`config.mk`:
```
export PLATFORM = sky130hd
export DESIGN_NAME = msc_device_flat
export DESIGN_NICKNAME = d
export VERILOG_FILES = /design/src/hdl/msc_pkg.sv /design/src/hdl/msc_link_if.sv /design/src/hdl/msc_device.sv /design/src/flat_wrapper.sv
export VERILOG_INCLUDE_DIRS = /design/src /design/src/hdl
export SDC_FILE = /design/constraint.sdc
export NUM_CORES = 1
export LEC_CHECK = 0
export CAP_MARGIN = 5
export CORE_MARGIN = 2
export CORE_UTILIZATION = 35
export DETAILED_ROUTE_END_ITERATION = 12
export DONT_BUFFER_PORTS = 1
export HOLD_SLACK_MARGIN = 0.15
export PLACE_DENSITY = 0.61
export RECOVER_POWER = 50
export SLEW_MARGIN = 20
export SYNTH_ARGS = -nofsm -noshare
export SYNTH_HDL_FRONTEND = slang
export SYNTH_SLANG_ARGS = --single-unit
```
`constraint.sdc`:
```
create_clock -name i_sys_clk -period 4.1 [get_ports i_sys_clk]
set_input_delay 0.205 -clock i_sys_clk [delete_from_list [all_inputs] [get_ports i_sys_clk]]
set_output_delay 0.205 -clock i_sys_clk [all_outputs]
set_load 0.02 [all_outputs]
```
`src/hdl/msc_regs.svh`:
```
// constants for the modem system control sequencer and its host controller
// What this block does
// - card stays off while power pin low
// - restart input acts without any clock
// - restart asserted holds power-on reset state
// - host restarts only after critical failure; here the restart control bit asserts it, with no failure check
// - host raises power after supply valid; here the power control bit raises it, with no supply check
// - host releases restart after power high
// - double enumeration: connect within one second
// - single enumeration: connect within ten seconds
// - power-off sequence done within twenty seconds
// - shutdown may take ten more seconds
// - forced cycle: power low over 500 ms
// - after forced cycle repeat power-up sequence
// - host waits ninety seconds after soft reboot; no such wait is timed here, MSC_REBOOT_MS is unused
// - cellular inhibit low blocks cellular transmit
// - positioning inhibit low disables positioning radio
// - software command also disables each radio
// - status lamp low while radio can transmit
// - wake host with one-second low pulse
// - host pulls wake line up
`ifndef MSC_REGS_SVH
`define MSC_REGS_SVH
`define MSC_CLK_MHZ            100
// times in milliseconds
`define MSC_DBL_ENUM_MS        589
`define MSC_SGL_ENUM_MS        7772
`define MSC_USB_QUIET_MS       7146
`define MSC_SHUTDOWN_MS        10000
`define MSC_FORCE_OFF_MS       501
`define MSC_WAKE_MS            1000
`define MSC_REBOOT_MS          90000
`define MSC_STEP_MS            1
// host step between power and restart release, in cycles
`define MSC_HOST_STEP_CYC      ((`MSC_STEP_MS * 1000 * `MSC_CLK_MHZ))
// cycles per millisecond
`define MSC_MS_CYC             (1000 * `MSC_CLK_MHZ)
// apb register offsets of the host controller
`define MSC_CTRL_OFS           12'h000
`define MSC_STAT_OFS           12'h004
// control fields
`define MSC_CTRL_POWER_BIT     0
`define MSC_CTRL_FORCE_BIT     1
`define MSC_CTRL_RESTART_BIT   2
`define MSC_CTRL_CELL_BIT      3
`define MSC_CTRL_GNSS_BIT      4
`define MSC_CTRL_RESET_VAL     32'h0000_0000
// status fields
`define MSC_STAT_STATE_LSB     0
`define MSC_STAT_LAMP_BIT      4
`define MSC_STAT_WAKE_BIT      5
`define MSC_STAT_BUSY_BIT      6
`endif

```
`src/hdl/msc_pkg.sv`:
```
// types shared by both ends of the system control link
package msc_pkg;
  // device power sequence states
  typedef enum logic [2:0] {
    MSC_OFF,
    MSC_POR,
    MSC_BOOT,
    MSC_ON,
    MSC_USB_QUIET,
    MSC_SHUTDOWN
  } msc_dev_state_t;
  // host controller states
  typedef enum logic [2:0] {
    MSC_H_IDLE,
    MSC_H_PWR_UP,
    MSC_H_RUN,
    MSC_H_FORCE_LOW,
    MSC_H_OFF
  } msc_host_state_t;
endpackage : msc_pkg

```
`src/hdl/msc_link_if.sv`:
```
// pins between host platform and modem card
`timescale 1ns/100ps
interface msc_link_if;
  logic card_power;        // card power control, high = on
  logic restart_n;         // hard restart, active low
  logic cell_inhibit_n;    // cellular transmit inhibit
  logic gnss_inhibit_n;    // positioning inhibit
  logic lamp_o;            // open-drain lamp, device side
  logic lamp_oe;
  logic wake_o;            // open-drain wake, device side
  logic wake_oe;
  logic radio_status_lamp_n;
  logic host_wake_n;
  // open-drain resolution with pull-ups
  assign radio_status_lamp_n = lamp_oe ? lamp_o : 1'b1;
  assign host_wake_n         = wake_oe ? wake_o : 1'b1;
  modport device (
    input  card_power, restart_n, cell_inhibit_n, gnss_inhibit_n,
    output lamp_o, lamp_oe, wake_o, wake_oe
  );
  modport host (
    output card_power, restart_n, cell_inhibit_n, gnss_inhibit_n,
    input  radio_status_lamp_n, host_wake_n
  );
endinterface : msc_link_if

```
`src/hdl/msc_device.sv`:
```
// modem card end: power sequencer, radio gating, lamp and wake
`timescale 1ns/100ps
`include "msc_regs.svh"
module msc_device
  import msc_pkg::*;
#(
  parameter int unsigned P_DBL_CYC   = `MSC_DBL_ENUM_MS * `MSC_MS_CYC,
  parameter int unsigned P_SGL_CYC   = `MSC_SGL_ENUM_MS * `MSC_MS_CYC,
  parameter int unsigned P_QUIET_CYC = `MSC_USB_QUIET_MS * `MSC_MS_CYC,
  parameter int unsigned P_SHUT_CYC  = `MSC_SHUTDOWN_MS * `MSC_MS_CYC,
  parameter int unsigned P_WAKE_CYC  = `MSC_WAKE_MS * `MSC_MS_CYC
) (
  // clock and reset
  input  wire logic   i_sys_clk,
  input  wire logic   i_reset,
  // link pins
  msc_link_if.device  link,
  // card firmware side
  input  wire logic   i_single_enum,
  input  wire logic   i_sw_cell_off,
  input  wire logic   i_sw_gnss_off,
  input  wire logic   i_wake_req,
  output logic        o_usb_connect,
  output logic        o_cell_tx_en,
  output logic        o_gnss_en,
  output logic        o_powered,
  output logic [2:0]  o_state
);
  msc_dev_state_t state_q;
  logic [31:0]    cnt_q;
  logic [3:0]     sync1_q;
  logic [3:0]     sync2_q;
  logic           pwr_s;
  logic           cell_s;
  logic           gnss_s;
  logic           rst_n_s;
  logic           hard_rst;
  logic [31:0]    boot_lim;
  logic           wake_busy_q;
  logic [31:0]    wake_cnt_q;
  logic           lamp_q;
  logic           run_s;

  // restart acts asynchronously alongside the system reset
  assign hard_rst = i_reset | ~link.restart_n;

  // first sync stage; nothing but stage two reads it
  always_ff @(posedge i_sys_clk or posedge i_reset) begin
    if (i_reset) begin
      sync1_q <= 4'h0;
    end else begin
      sync1_q <= {link.restart_n, link.gnss_inhibit_n,
                  link.cell_inhibit_n, link.card_power};
    end
  end

  // second sync stage; the only copy the sequencer and gating read
  always_ff @(posedge i_sys_clk or posedge i_reset) begin
    if (i_reset) begin
      sync2_q <= 4'h0;
    end else begin
      sync2_q <= sync1_q;
    end
  end
  assign pwr_s   = sync2_q[0];
  assign cell_s  = sync2_q[1];
  assign gnss_s  = sync2_q[2];
  assign rst_n_s = sync2_q[3];

  // boot time picked by enumeration mode; the pin is static in use
  assign boot_lim = i_single_enum ? P_SGL_CYC : P_DBL_CYC;

  // running state decoded once; gating, wake and usb all key off it
  assign run_s = (state_q == MSC_ON);

  // power sequencer; restart forces the power-on reset state at once
  // a card power pulse that spans no rising clock edge is not seen at all;
  // the host holds its levels for many cycles, so nothing is lost
  // counts reach about a billion at most and fit the 32-bit counter
  always_ff @(posedge i_sys_clk or posedge hard_rst) begin
    if (hard_rst) begin
      state_q <= MSC_POR;
      cnt_q   <= 32'h0000_0000;
    end else begin
      case (state_q)
        // card unpowered; boot starts once power is seen high
        MSC_OFF: begin
          cnt_q <= 32'h0000_0000;
          if (pwr_s) begin
            state_q <= MSC_BOOT;
          end
        end
        MSC_POR: begin
          cnt_q <= 32'h0000_0000;
          // wait until restart is seen released after sync
          if (rst_n_s) begin
            state_q <= pwr_s ? MSC_BOOT : MSC_OFF;
          end
        end
        // booting; power loss here aborts straight to off
        MSC_BOOT: begin
          if (!pwr_s) begin
            state_q <= MSC_OFF;
            cnt_q   <= 32'h0000_0000;
          end else if (cnt_q >= boot_lim - 32'h0000_0001) begin
            state_q <= MSC_ON;
            cnt_q   <= 32'h0000_0000;
          end else begin
            cnt_q <= cnt_q + 32'h0000_0001;
          end
        end
        // running; power loss starts the orderly shutdown
        MSC_ON: begin
          cnt_q <= 32'h0000_0000;
          if (!pwr_s) begin
            state_q <= MSC_USB_QUIET;
          end
        end
        MSC_USB_QUIET: begin
          // traffic winds down; the sequence completes even if power
          // returns, the card then boots again from off
          if (cnt_q >= P_QUIET_CYC - 32'h0000_0001) begin
            state_q <= MSC_SHUTDOWN;
            cnt_q   <= 32'h0000_0000;
          end else begin
            cnt_q <= cnt_q + 32'h0000_0001;
          end
        end
        // final shutdown stretch before the card is off
        MSC_SHUTDOWN: begin
          if (cnt_q >= P_SHUT_CYC - 32'h0000_0001) begin
            state_q <= MSC_OFF;
            cnt_q   <= 32'h0000_0000;
          end else begin
            cnt_q <= cnt_q + 32'h0000_0001;
          end
        end
        default: begin
          state_q <= MSC_POR;
          cnt_q   <= 32'h0000_0000;
        end
      endcase
    end
  end

  // cellular transmit gate: pin and software must both allow it
  always_ff @(posedge i_sys_clk or posedge hard_rst) begin
    if (hard_rst) begin
      o_cell_tx_en <= 1'b0;
    end else begin
      o_cell_tx_en <= run_s & cell_s & ~i_sw_cell_off;
    end
  end

  // positioning gate: same pair of controls, its own pin
  always_ff @(posedge i_sys_clk or posedge hard_rst) begin
    if (hard_rst) begin
      o_gnss_en <= 1'b0;
    end else begin
      o_gnss_en <= run_s & gnss_s & ~i_sw_gnss_off;
    end
  end

  // lamp mirrors the cellular gate; it shows transmit capability, not
  // traffic, so a lit lamp does not mean the radio is sending
  always_ff @(posedge i_sys_clk or posedge hard_rst) begin
    if (hard_rst) begin
      lamp_q <= 1'b0;
    end else begin
      lamp_q <= run_s & cell_s & ~i_sw_cell_off;
    end
  end

  // single wake pulse; requests during a pulse are dropped, so a burst
  // of requests still gives the host one clean pulse to count
  always_ff @(posedge i_sys_clk or posedge hard_rst) begin
    if (hard_rst) begin
      wake_busy_q <= 1'b0;
    end else if (wake_busy_q) begin
      if (wake_cnt_q >= P_WAKE_CYC - 32'h0000_0001) begin
        wake_busy_q <= 1'b0;
      end
    end else if (i_wake_req && run_s) begin
      wake_busy_q <= 1'b1;
    end
  end

  // pulse length counter; parked at zero between pulses
  always_ff @(posedge i_sys_clk or posedge hard_rst) begin
    if (hard_rst) begin
      wake_cnt_q <= 32'h0000_0000;
    end else if (!wake_busy_q) begin
      wake_cnt_q <= 32'h0000_0000;
    end else if (wake_cnt_q >= P_WAKE_CYC - 32'h0000_0001) begin
      wake_cnt_q <= 32'h0000_0000;
    end else begin
      wake_cnt_q <= wake_cnt_q + 32'h0000_0001;
    end
  end

  // open drain: drive low only, otherwise release
  assign link.lamp_o  = 1'b0;
  assign link.lamp_oe = lamp_q;
  assign link.wake_o  = 1'b0;
  assign link.wake_oe = wake_busy_q;

  // status for the card firmware, decoded from the state register
  assign o_usb_connect = run_s;
  assign o_powered     = (state_q != MSC_OFF) && (state_q != MSC_POR);
  assign o_state       = state_q;
endmodule : msc_device

```
`src/flat_wrapper.sv`:
```
// flat-port wrapper written by rule: the top's interface ports become plain ports
module msc_device_flat import msc_pkg::*;
#(
  parameter int unsigned P_DBL_CYC   = `MSC_DBL_ENUM_MS * `MSC_MS_CYC,
  parameter int unsigned P_SGL_CYC   = `MSC_SGL_ENUM_MS * `MSC_MS_CYC,
  parameter int unsigned P_QUIET_CYC = `MSC_USB_QUIET_MS * `MSC_MS_CYC,
  parameter int unsigned P_SHUT_CYC  = `MSC_SHUTDOWN_MS * `MSC_MS_CYC,
  parameter int unsigned P_WAKE_CYC  = `MSC_WAKE_MS * `MSC_MS_CYC
)
  (i_sys_clk, i_reset, i_single_enum, i_sw_cell_off, i_sw_gnss_off, i_wake_req, o_usb_connect, o_cell_tx_en, o_gnss_en, o_powered, o_state, link_card_power, link_restart_n, link_cell_inhibit_n, link_gnss_inhibit_n, link_lamp_o, link_lamp_oe, link_wake_o, link_wake_oe);
  msc_link_if link_i ();
  input  wire logic i_sys_clk;
  input  wire logic i_reset;
  input  wire logic i_single_enum;
  input  wire logic i_sw_cell_off;
  input  wire logic i_sw_gnss_off;
  input  wire logic i_wake_req;
  output logic o_usb_connect;
  output logic o_cell_tx_en;
  output logic o_gnss_en;
  output logic o_powered;
  output logic [2:0] o_state;
  input wire logic [$bits(link_i.card_power)-1:0] link_card_power;
  input wire logic [$bits(link_i.restart_n)-1:0] link_restart_n;
  input wire logic [$bits(link_i.cell_inhibit_n)-1:0] link_cell_inhibit_n;
  input wire logic [$bits(link_i.gnss_inhibit_n)-1:0] link_gnss_inhibit_n;
  output wire logic [$bits(link_i.lamp_o)-1:0] link_lamp_o;
  output wire logic [$bits(link_i.lamp_oe)-1:0] link_lamp_oe;
  output wire logic [$bits(link_i.wake_o)-1:0] link_wake_o;
  output wire logic [$bits(link_i.wake_oe)-1:0] link_wake_oe;
  assign link_i.card_power = link_card_power;
  assign link_i.restart_n = link_restart_n;
  assign link_i.cell_inhibit_n = link_cell_inhibit_n;
  assign link_i.gnss_inhibit_n = link_gnss_inhibit_n;
  assign link_lamp_o = link_i.lamp_o;
  assign link_lamp_oe = link_i.lamp_oe;
  assign link_wake_o = link_i.wake_o;
  assign link_wake_oe = link_i.wake_oe;
  msc_device #(.P_DBL_CYC(P_DBL_CYC), .P_SGL_CYC(P_SGL_CYC), .P_QUIET_CYC(P_QUIET_CYC), .P_SHUT_CYC(P_SHUT_CYC), .P_WAKE_CYC(P_WAKE_CYC)) u_core (.i_sys_clk(i_sys_clk), .i_reset(i_reset), .link(link_i), .i_single_enum(i_single_enum), .i_sw_cell_off(i_sw_cell_off), .i_sw_gnss_off(i_sw_gnss_off), .i_wake_req(i_wake_req), .o_usb_connect(o_usb_connect), .o_cell_tx_en(o_cell_tx_en), .o_gnss_en(o_gnss_en), .o_powered(o_powered), .o_state(o_state));
endmodule
```
==> qor.tcl <==
set qor(failed_checks) {max-capacitance violations, max-slew violations}
set qor(setup-tns-final_ns) 0
set qor(max_clock_freq_ghz) 0.380
set qor(overflow) 0
set qor(cts-root-to-sink-buffers) 2
set qor(num_vias) 2993
set qor(core_area_mm2) 0.0115
set qor(timing.hold.worst.class) {in2async}
set qor(synth_commonest_cells) {sky130_fd_sc_hd__nor2_1 (83), sky130_fd_sc_hd__dfrtp_1 (77), sky130_fd_sc_hd__nand2_1 (33), sky130_fd_sc_hd__xor2_1 (28), sky130_fd_sc_hd__xnor2_1 (25)}
set qor(clock_tree_from_tritoncts) {built}
set qor(placement_rows) 39
set qor(io_pins) 21
set qor(num_antenna_cells) 0
set qor(drt-initial-drc-count) 154
set qor(holdWs_ns) 0.347
set qor(yosysMostFrequentCell) {sky130_fd_sc_hd__nor2_1}
set qor(pwr_density_cell_mw_per_mm2) 385
set qor(finalSetupViolCount) 0
set qor(synth-compound-area-share) 0.0700
set qor(die_area_mm2) 0.0127
set qor(grt_antenna_before_repair) 0
set qor(timing_hold_violations_final) 0
set qor(tightestPinTransition_ns) 1.68
set qor(cts_resized) 0
set qor(cp-end-kind) {flip-flop}
set qor(post_synth_mux_area_share) 0.00545
set qor(detailed_routing_iteration_count_for_the_pre_antenna_repair_pass) 4
set qor(route.antenna.remaining_nets) 0
set qor(ys_async_sr_fraction) 1.00
set qor(postSynthAreaPerCell_um2) 9.78
set qor(worst-setup-path-type) {reg2reg}
set qor(fin_util) 0.403
set qor(synth.yosys.warnings) 0
set qor(drt-vias-per-instance) 5.13
set qor(worst-r2r-setup-slack_ns) 1.47
set qor(yosys.area_share.xor_xnor) 0.112
set qor(critical_path.max_stage_delay_ns) 0.50
set qor(synth_simple_gate_area_frac) 0.253
set qor(clk_latency_ns) 0.33
set qor(totalWireLength_um) 8070
set qor(post_drt_wl_per_cell_um) 13.8
set qor(design.final.nets) 463
set qor(number_of_placed_cells_counting_well_taps) 559
set qor(path_max_fanout) 18
set qor(dpl_worst_slack_ns) 1.46
set qor(synthCells) 422
set qor(yosys-top-cells-area) {sky130_fd_sc_hd__dfrtp_1 (47%), sky130_fd_sc_hd__nor2_1 (7.5%), sky130_fd_sc_hd__xor2_1 (5.9%)}
set qor(finalClockSkew_ns) 0.00827
set qor(crit_path_top_delay_cell) {sky130_fd_sc_hd__dfrtp_1}
set qor(synth_top_family_by_area) {simple AND/OR/NAND/NOR gates}
set qor(die_width_um) 113
set qor(leakagePower_nw) 1.88
set qor(worstPathRequired_ns) 4.31
set qor(post_layout_worst_setup_margin_ns) 1.47
set qor(footprint_of_the_multi_input_gates_mm2) 0.00209
set qor(cts_buffers) 9
set qor(start_util) 0.360
set qor(yosys.area_share.adder) 0.0545
set qor(cp_data_arrival_time_ns) 2.84
set qor(gr-usage-all-layers) 0.139
set qor(clk_transition_reported_paths_ns) 0.06
set qor(mappedNetlistArea_mm2) 0.00413
set qor(place.gp.congestion) 0.884
set qor(netlist-cell-type-count) 49
set qor(port-buffer-count) 0
set qor(irDropWorstVdd_mv) 0.307
set qor(outcome) {finished with violations}
set qor(critPathLaunchType) {flip-flop}
set qor(seq_cell_area_mm2) 0.00195
set qor(crit_path_cell_trace) {ha_1 -> nand4b_1 -> or3_1 -> o22ai_1 -> a2111oi_2 -> nor2_2 -> buf_4 -> nor2_1}
set qor(post_synth_edffs) 0
set qor(fin_crit_sh) 0.641
set qor(grt_pass1_wl_um) 14200
set qor(grt_start_max_net_pins) 71
set qor(cts_root_buf) {sky130_fd_sc_hd__clkbuf_16}
set qor(yosys_most_used_dff) {sky130_fd_sc_hd__dfrtp_1}
set qor(rsz0062_at_grt) {false}
set qor(timing.final.crit_period_ns) 2.63
set qor(dpl.hpwl_um) 5650
set qor(count_of_pins_over_their_slew_limit) 71
set qor(first_global_vias) 3011
set qor(yosysTopAreaCellShare) 0.467
set qor(nFillCells) 1105
set qor(area.growth.synth_to_final_pct) 11.9
set qor(yosysTopAreaCell) {sky130_fd_sc_hd__dfrtp_1}
set qor(synth-seq-cells) 78
set qor(post-cts-setup-buffer-count) 0
set qor(finalNonFillerCells) 583
set qor(drcViolationCount) 0
set qor(final_layout_size_suffix_gt1_frac) 0.0750
set qor(synth-seq-area-share) 0.473
set qor(numClockSinks) 78
set qor(chipHeight_um) 113
set qor(htree_levels) 3
set qor(maxCapViolations) 1
set qor(slew_headroom) -0.123
through the flow:
stage	power (W)	area, um^2
6_report	0.00178	4620
5_1_grt	0.00187	4620
4_1_cts	0.00181	4620
3_5_place_dp	0.00106	4270
3_3_place_gp	0.00106	4270
2_1_floorplan	0.00101	4160
path summary, 6_finish.rpt:
check,startpoint,end,cells past startpoint
worst max-delay path,u_core.cnt_q[12]$_DFF_PP0_,u_core.cnt_q[11]$_DFF_PP0_,8
worst min-delay path,i_reset,u_core.sync1_q[1]$_DFF_PP0_,2
worst max register to register,u_core.cnt_q[12]$_DFF_PP0_,u_core.cnt_q[11]$_DFF_PP0_,8
worst min register to register,u_core.sync1_q[3]$_DFF_PP0_,u_core.sync2_q[3]$_DFF_PP0_,0
max in group asynchronous,i_reset,u_core.wake_cnt_q[5]$_DFF_PP0_,3
min in group i_sys_clk,u_core.sync1_q[3]$_DFF_PP0_,u_core.sync2_q[3]$_DFF_PP0_,0
cell type report:
cell class | instances | share of cell area
tap | 143 | 0.0387
multi-input combinational | 327 | 0.451
clock buffer | 11 | 0.0525
clock inverter | 5 | 0.00758
inverter | 9 | 0.00731
timing repair buffer | 10 | 0.0200
sequential | 78 | 0.423
cells by family (layout without fill, tap and decap cells):
kind of cell,count (synthesis),count (layout)
XOR/XNOR,53,53
multiplexers,2,2
flip-flops,78,78
adder cells (fa/ha/maj),18,18
buffers and inverters,24,35
other,1,8
AND/OR/NAND/NOR,208,208
AO/OA/AOI/OAI,38,38
power by group:
group          switching, W  total [W]  internal [W]  leakage, nW
combinational      0.000124   0.000190     0.0000654        0.700
clock              0.000305   0.000731      0.000426        0.135
sequential        0.0000595   0.000859      0.000800         1.05
total              0.000489    0.00178       0.00129         1.88
placed cells by master (no fill, tap or decap), drive strengths merged, types with 3 or more instances in the layout:
cell / count
clkinv: 4
dlygate4sd3: 8
xor2: 28
inv: 9
nand2: 33
and3: 11
nand4: 16
nor4: 3
a211o: 4
xnor2: 25
o211ai: 4
clkbuf: 12
dfrtp: 77
o21a: 4
nor2: 83
nor2b: 7
o21ai: 3
nand3: 20
nor3: 9
a2111oi: 4
conb: 8
or3: 3
and4: 8
a21oi: 10
ha: 18
worst max-delay path: cells and delay by family (launching register included):
kind,cells,cell delay [ns]
adders and majority gates,1,0.33
and+or+nand+nor,4,1.03
AOI/OAI and AO/OA,2,0.30
DFF,1,0.50
buffers and inverters,1,0.34
state kept, by name, indices dropped and copies added, names as in the netlist:
name	cells
u_core.o_state	3
u_core.cnt_q	32
u_core.sync1_q	4
u_core.o_cell_tx_en	1
u_core.link.wake_oe	1
u_core.wake_cnt_q	32
u_core.o_gnss_en	1
u_core.sync2_q	4
what timing repair did:
action,CTS,global route
setup endpoints to repair,0,0
hold endpoints to repair,84,0
hold buffers,8,0
per-layer routing:
layer / vias to the layer above / part of all wire / GRT usage
met2: 45 / 0.48 / 0.225
met1: 1448 / 0.45 / 0.174
li1: 1485 / - / -
met5: - / 0 / 0
met3: 15 / 0.036 / 0.0346
met4: 0 / 0.026 / 0.0675
(Power assumes the default switching activity.)
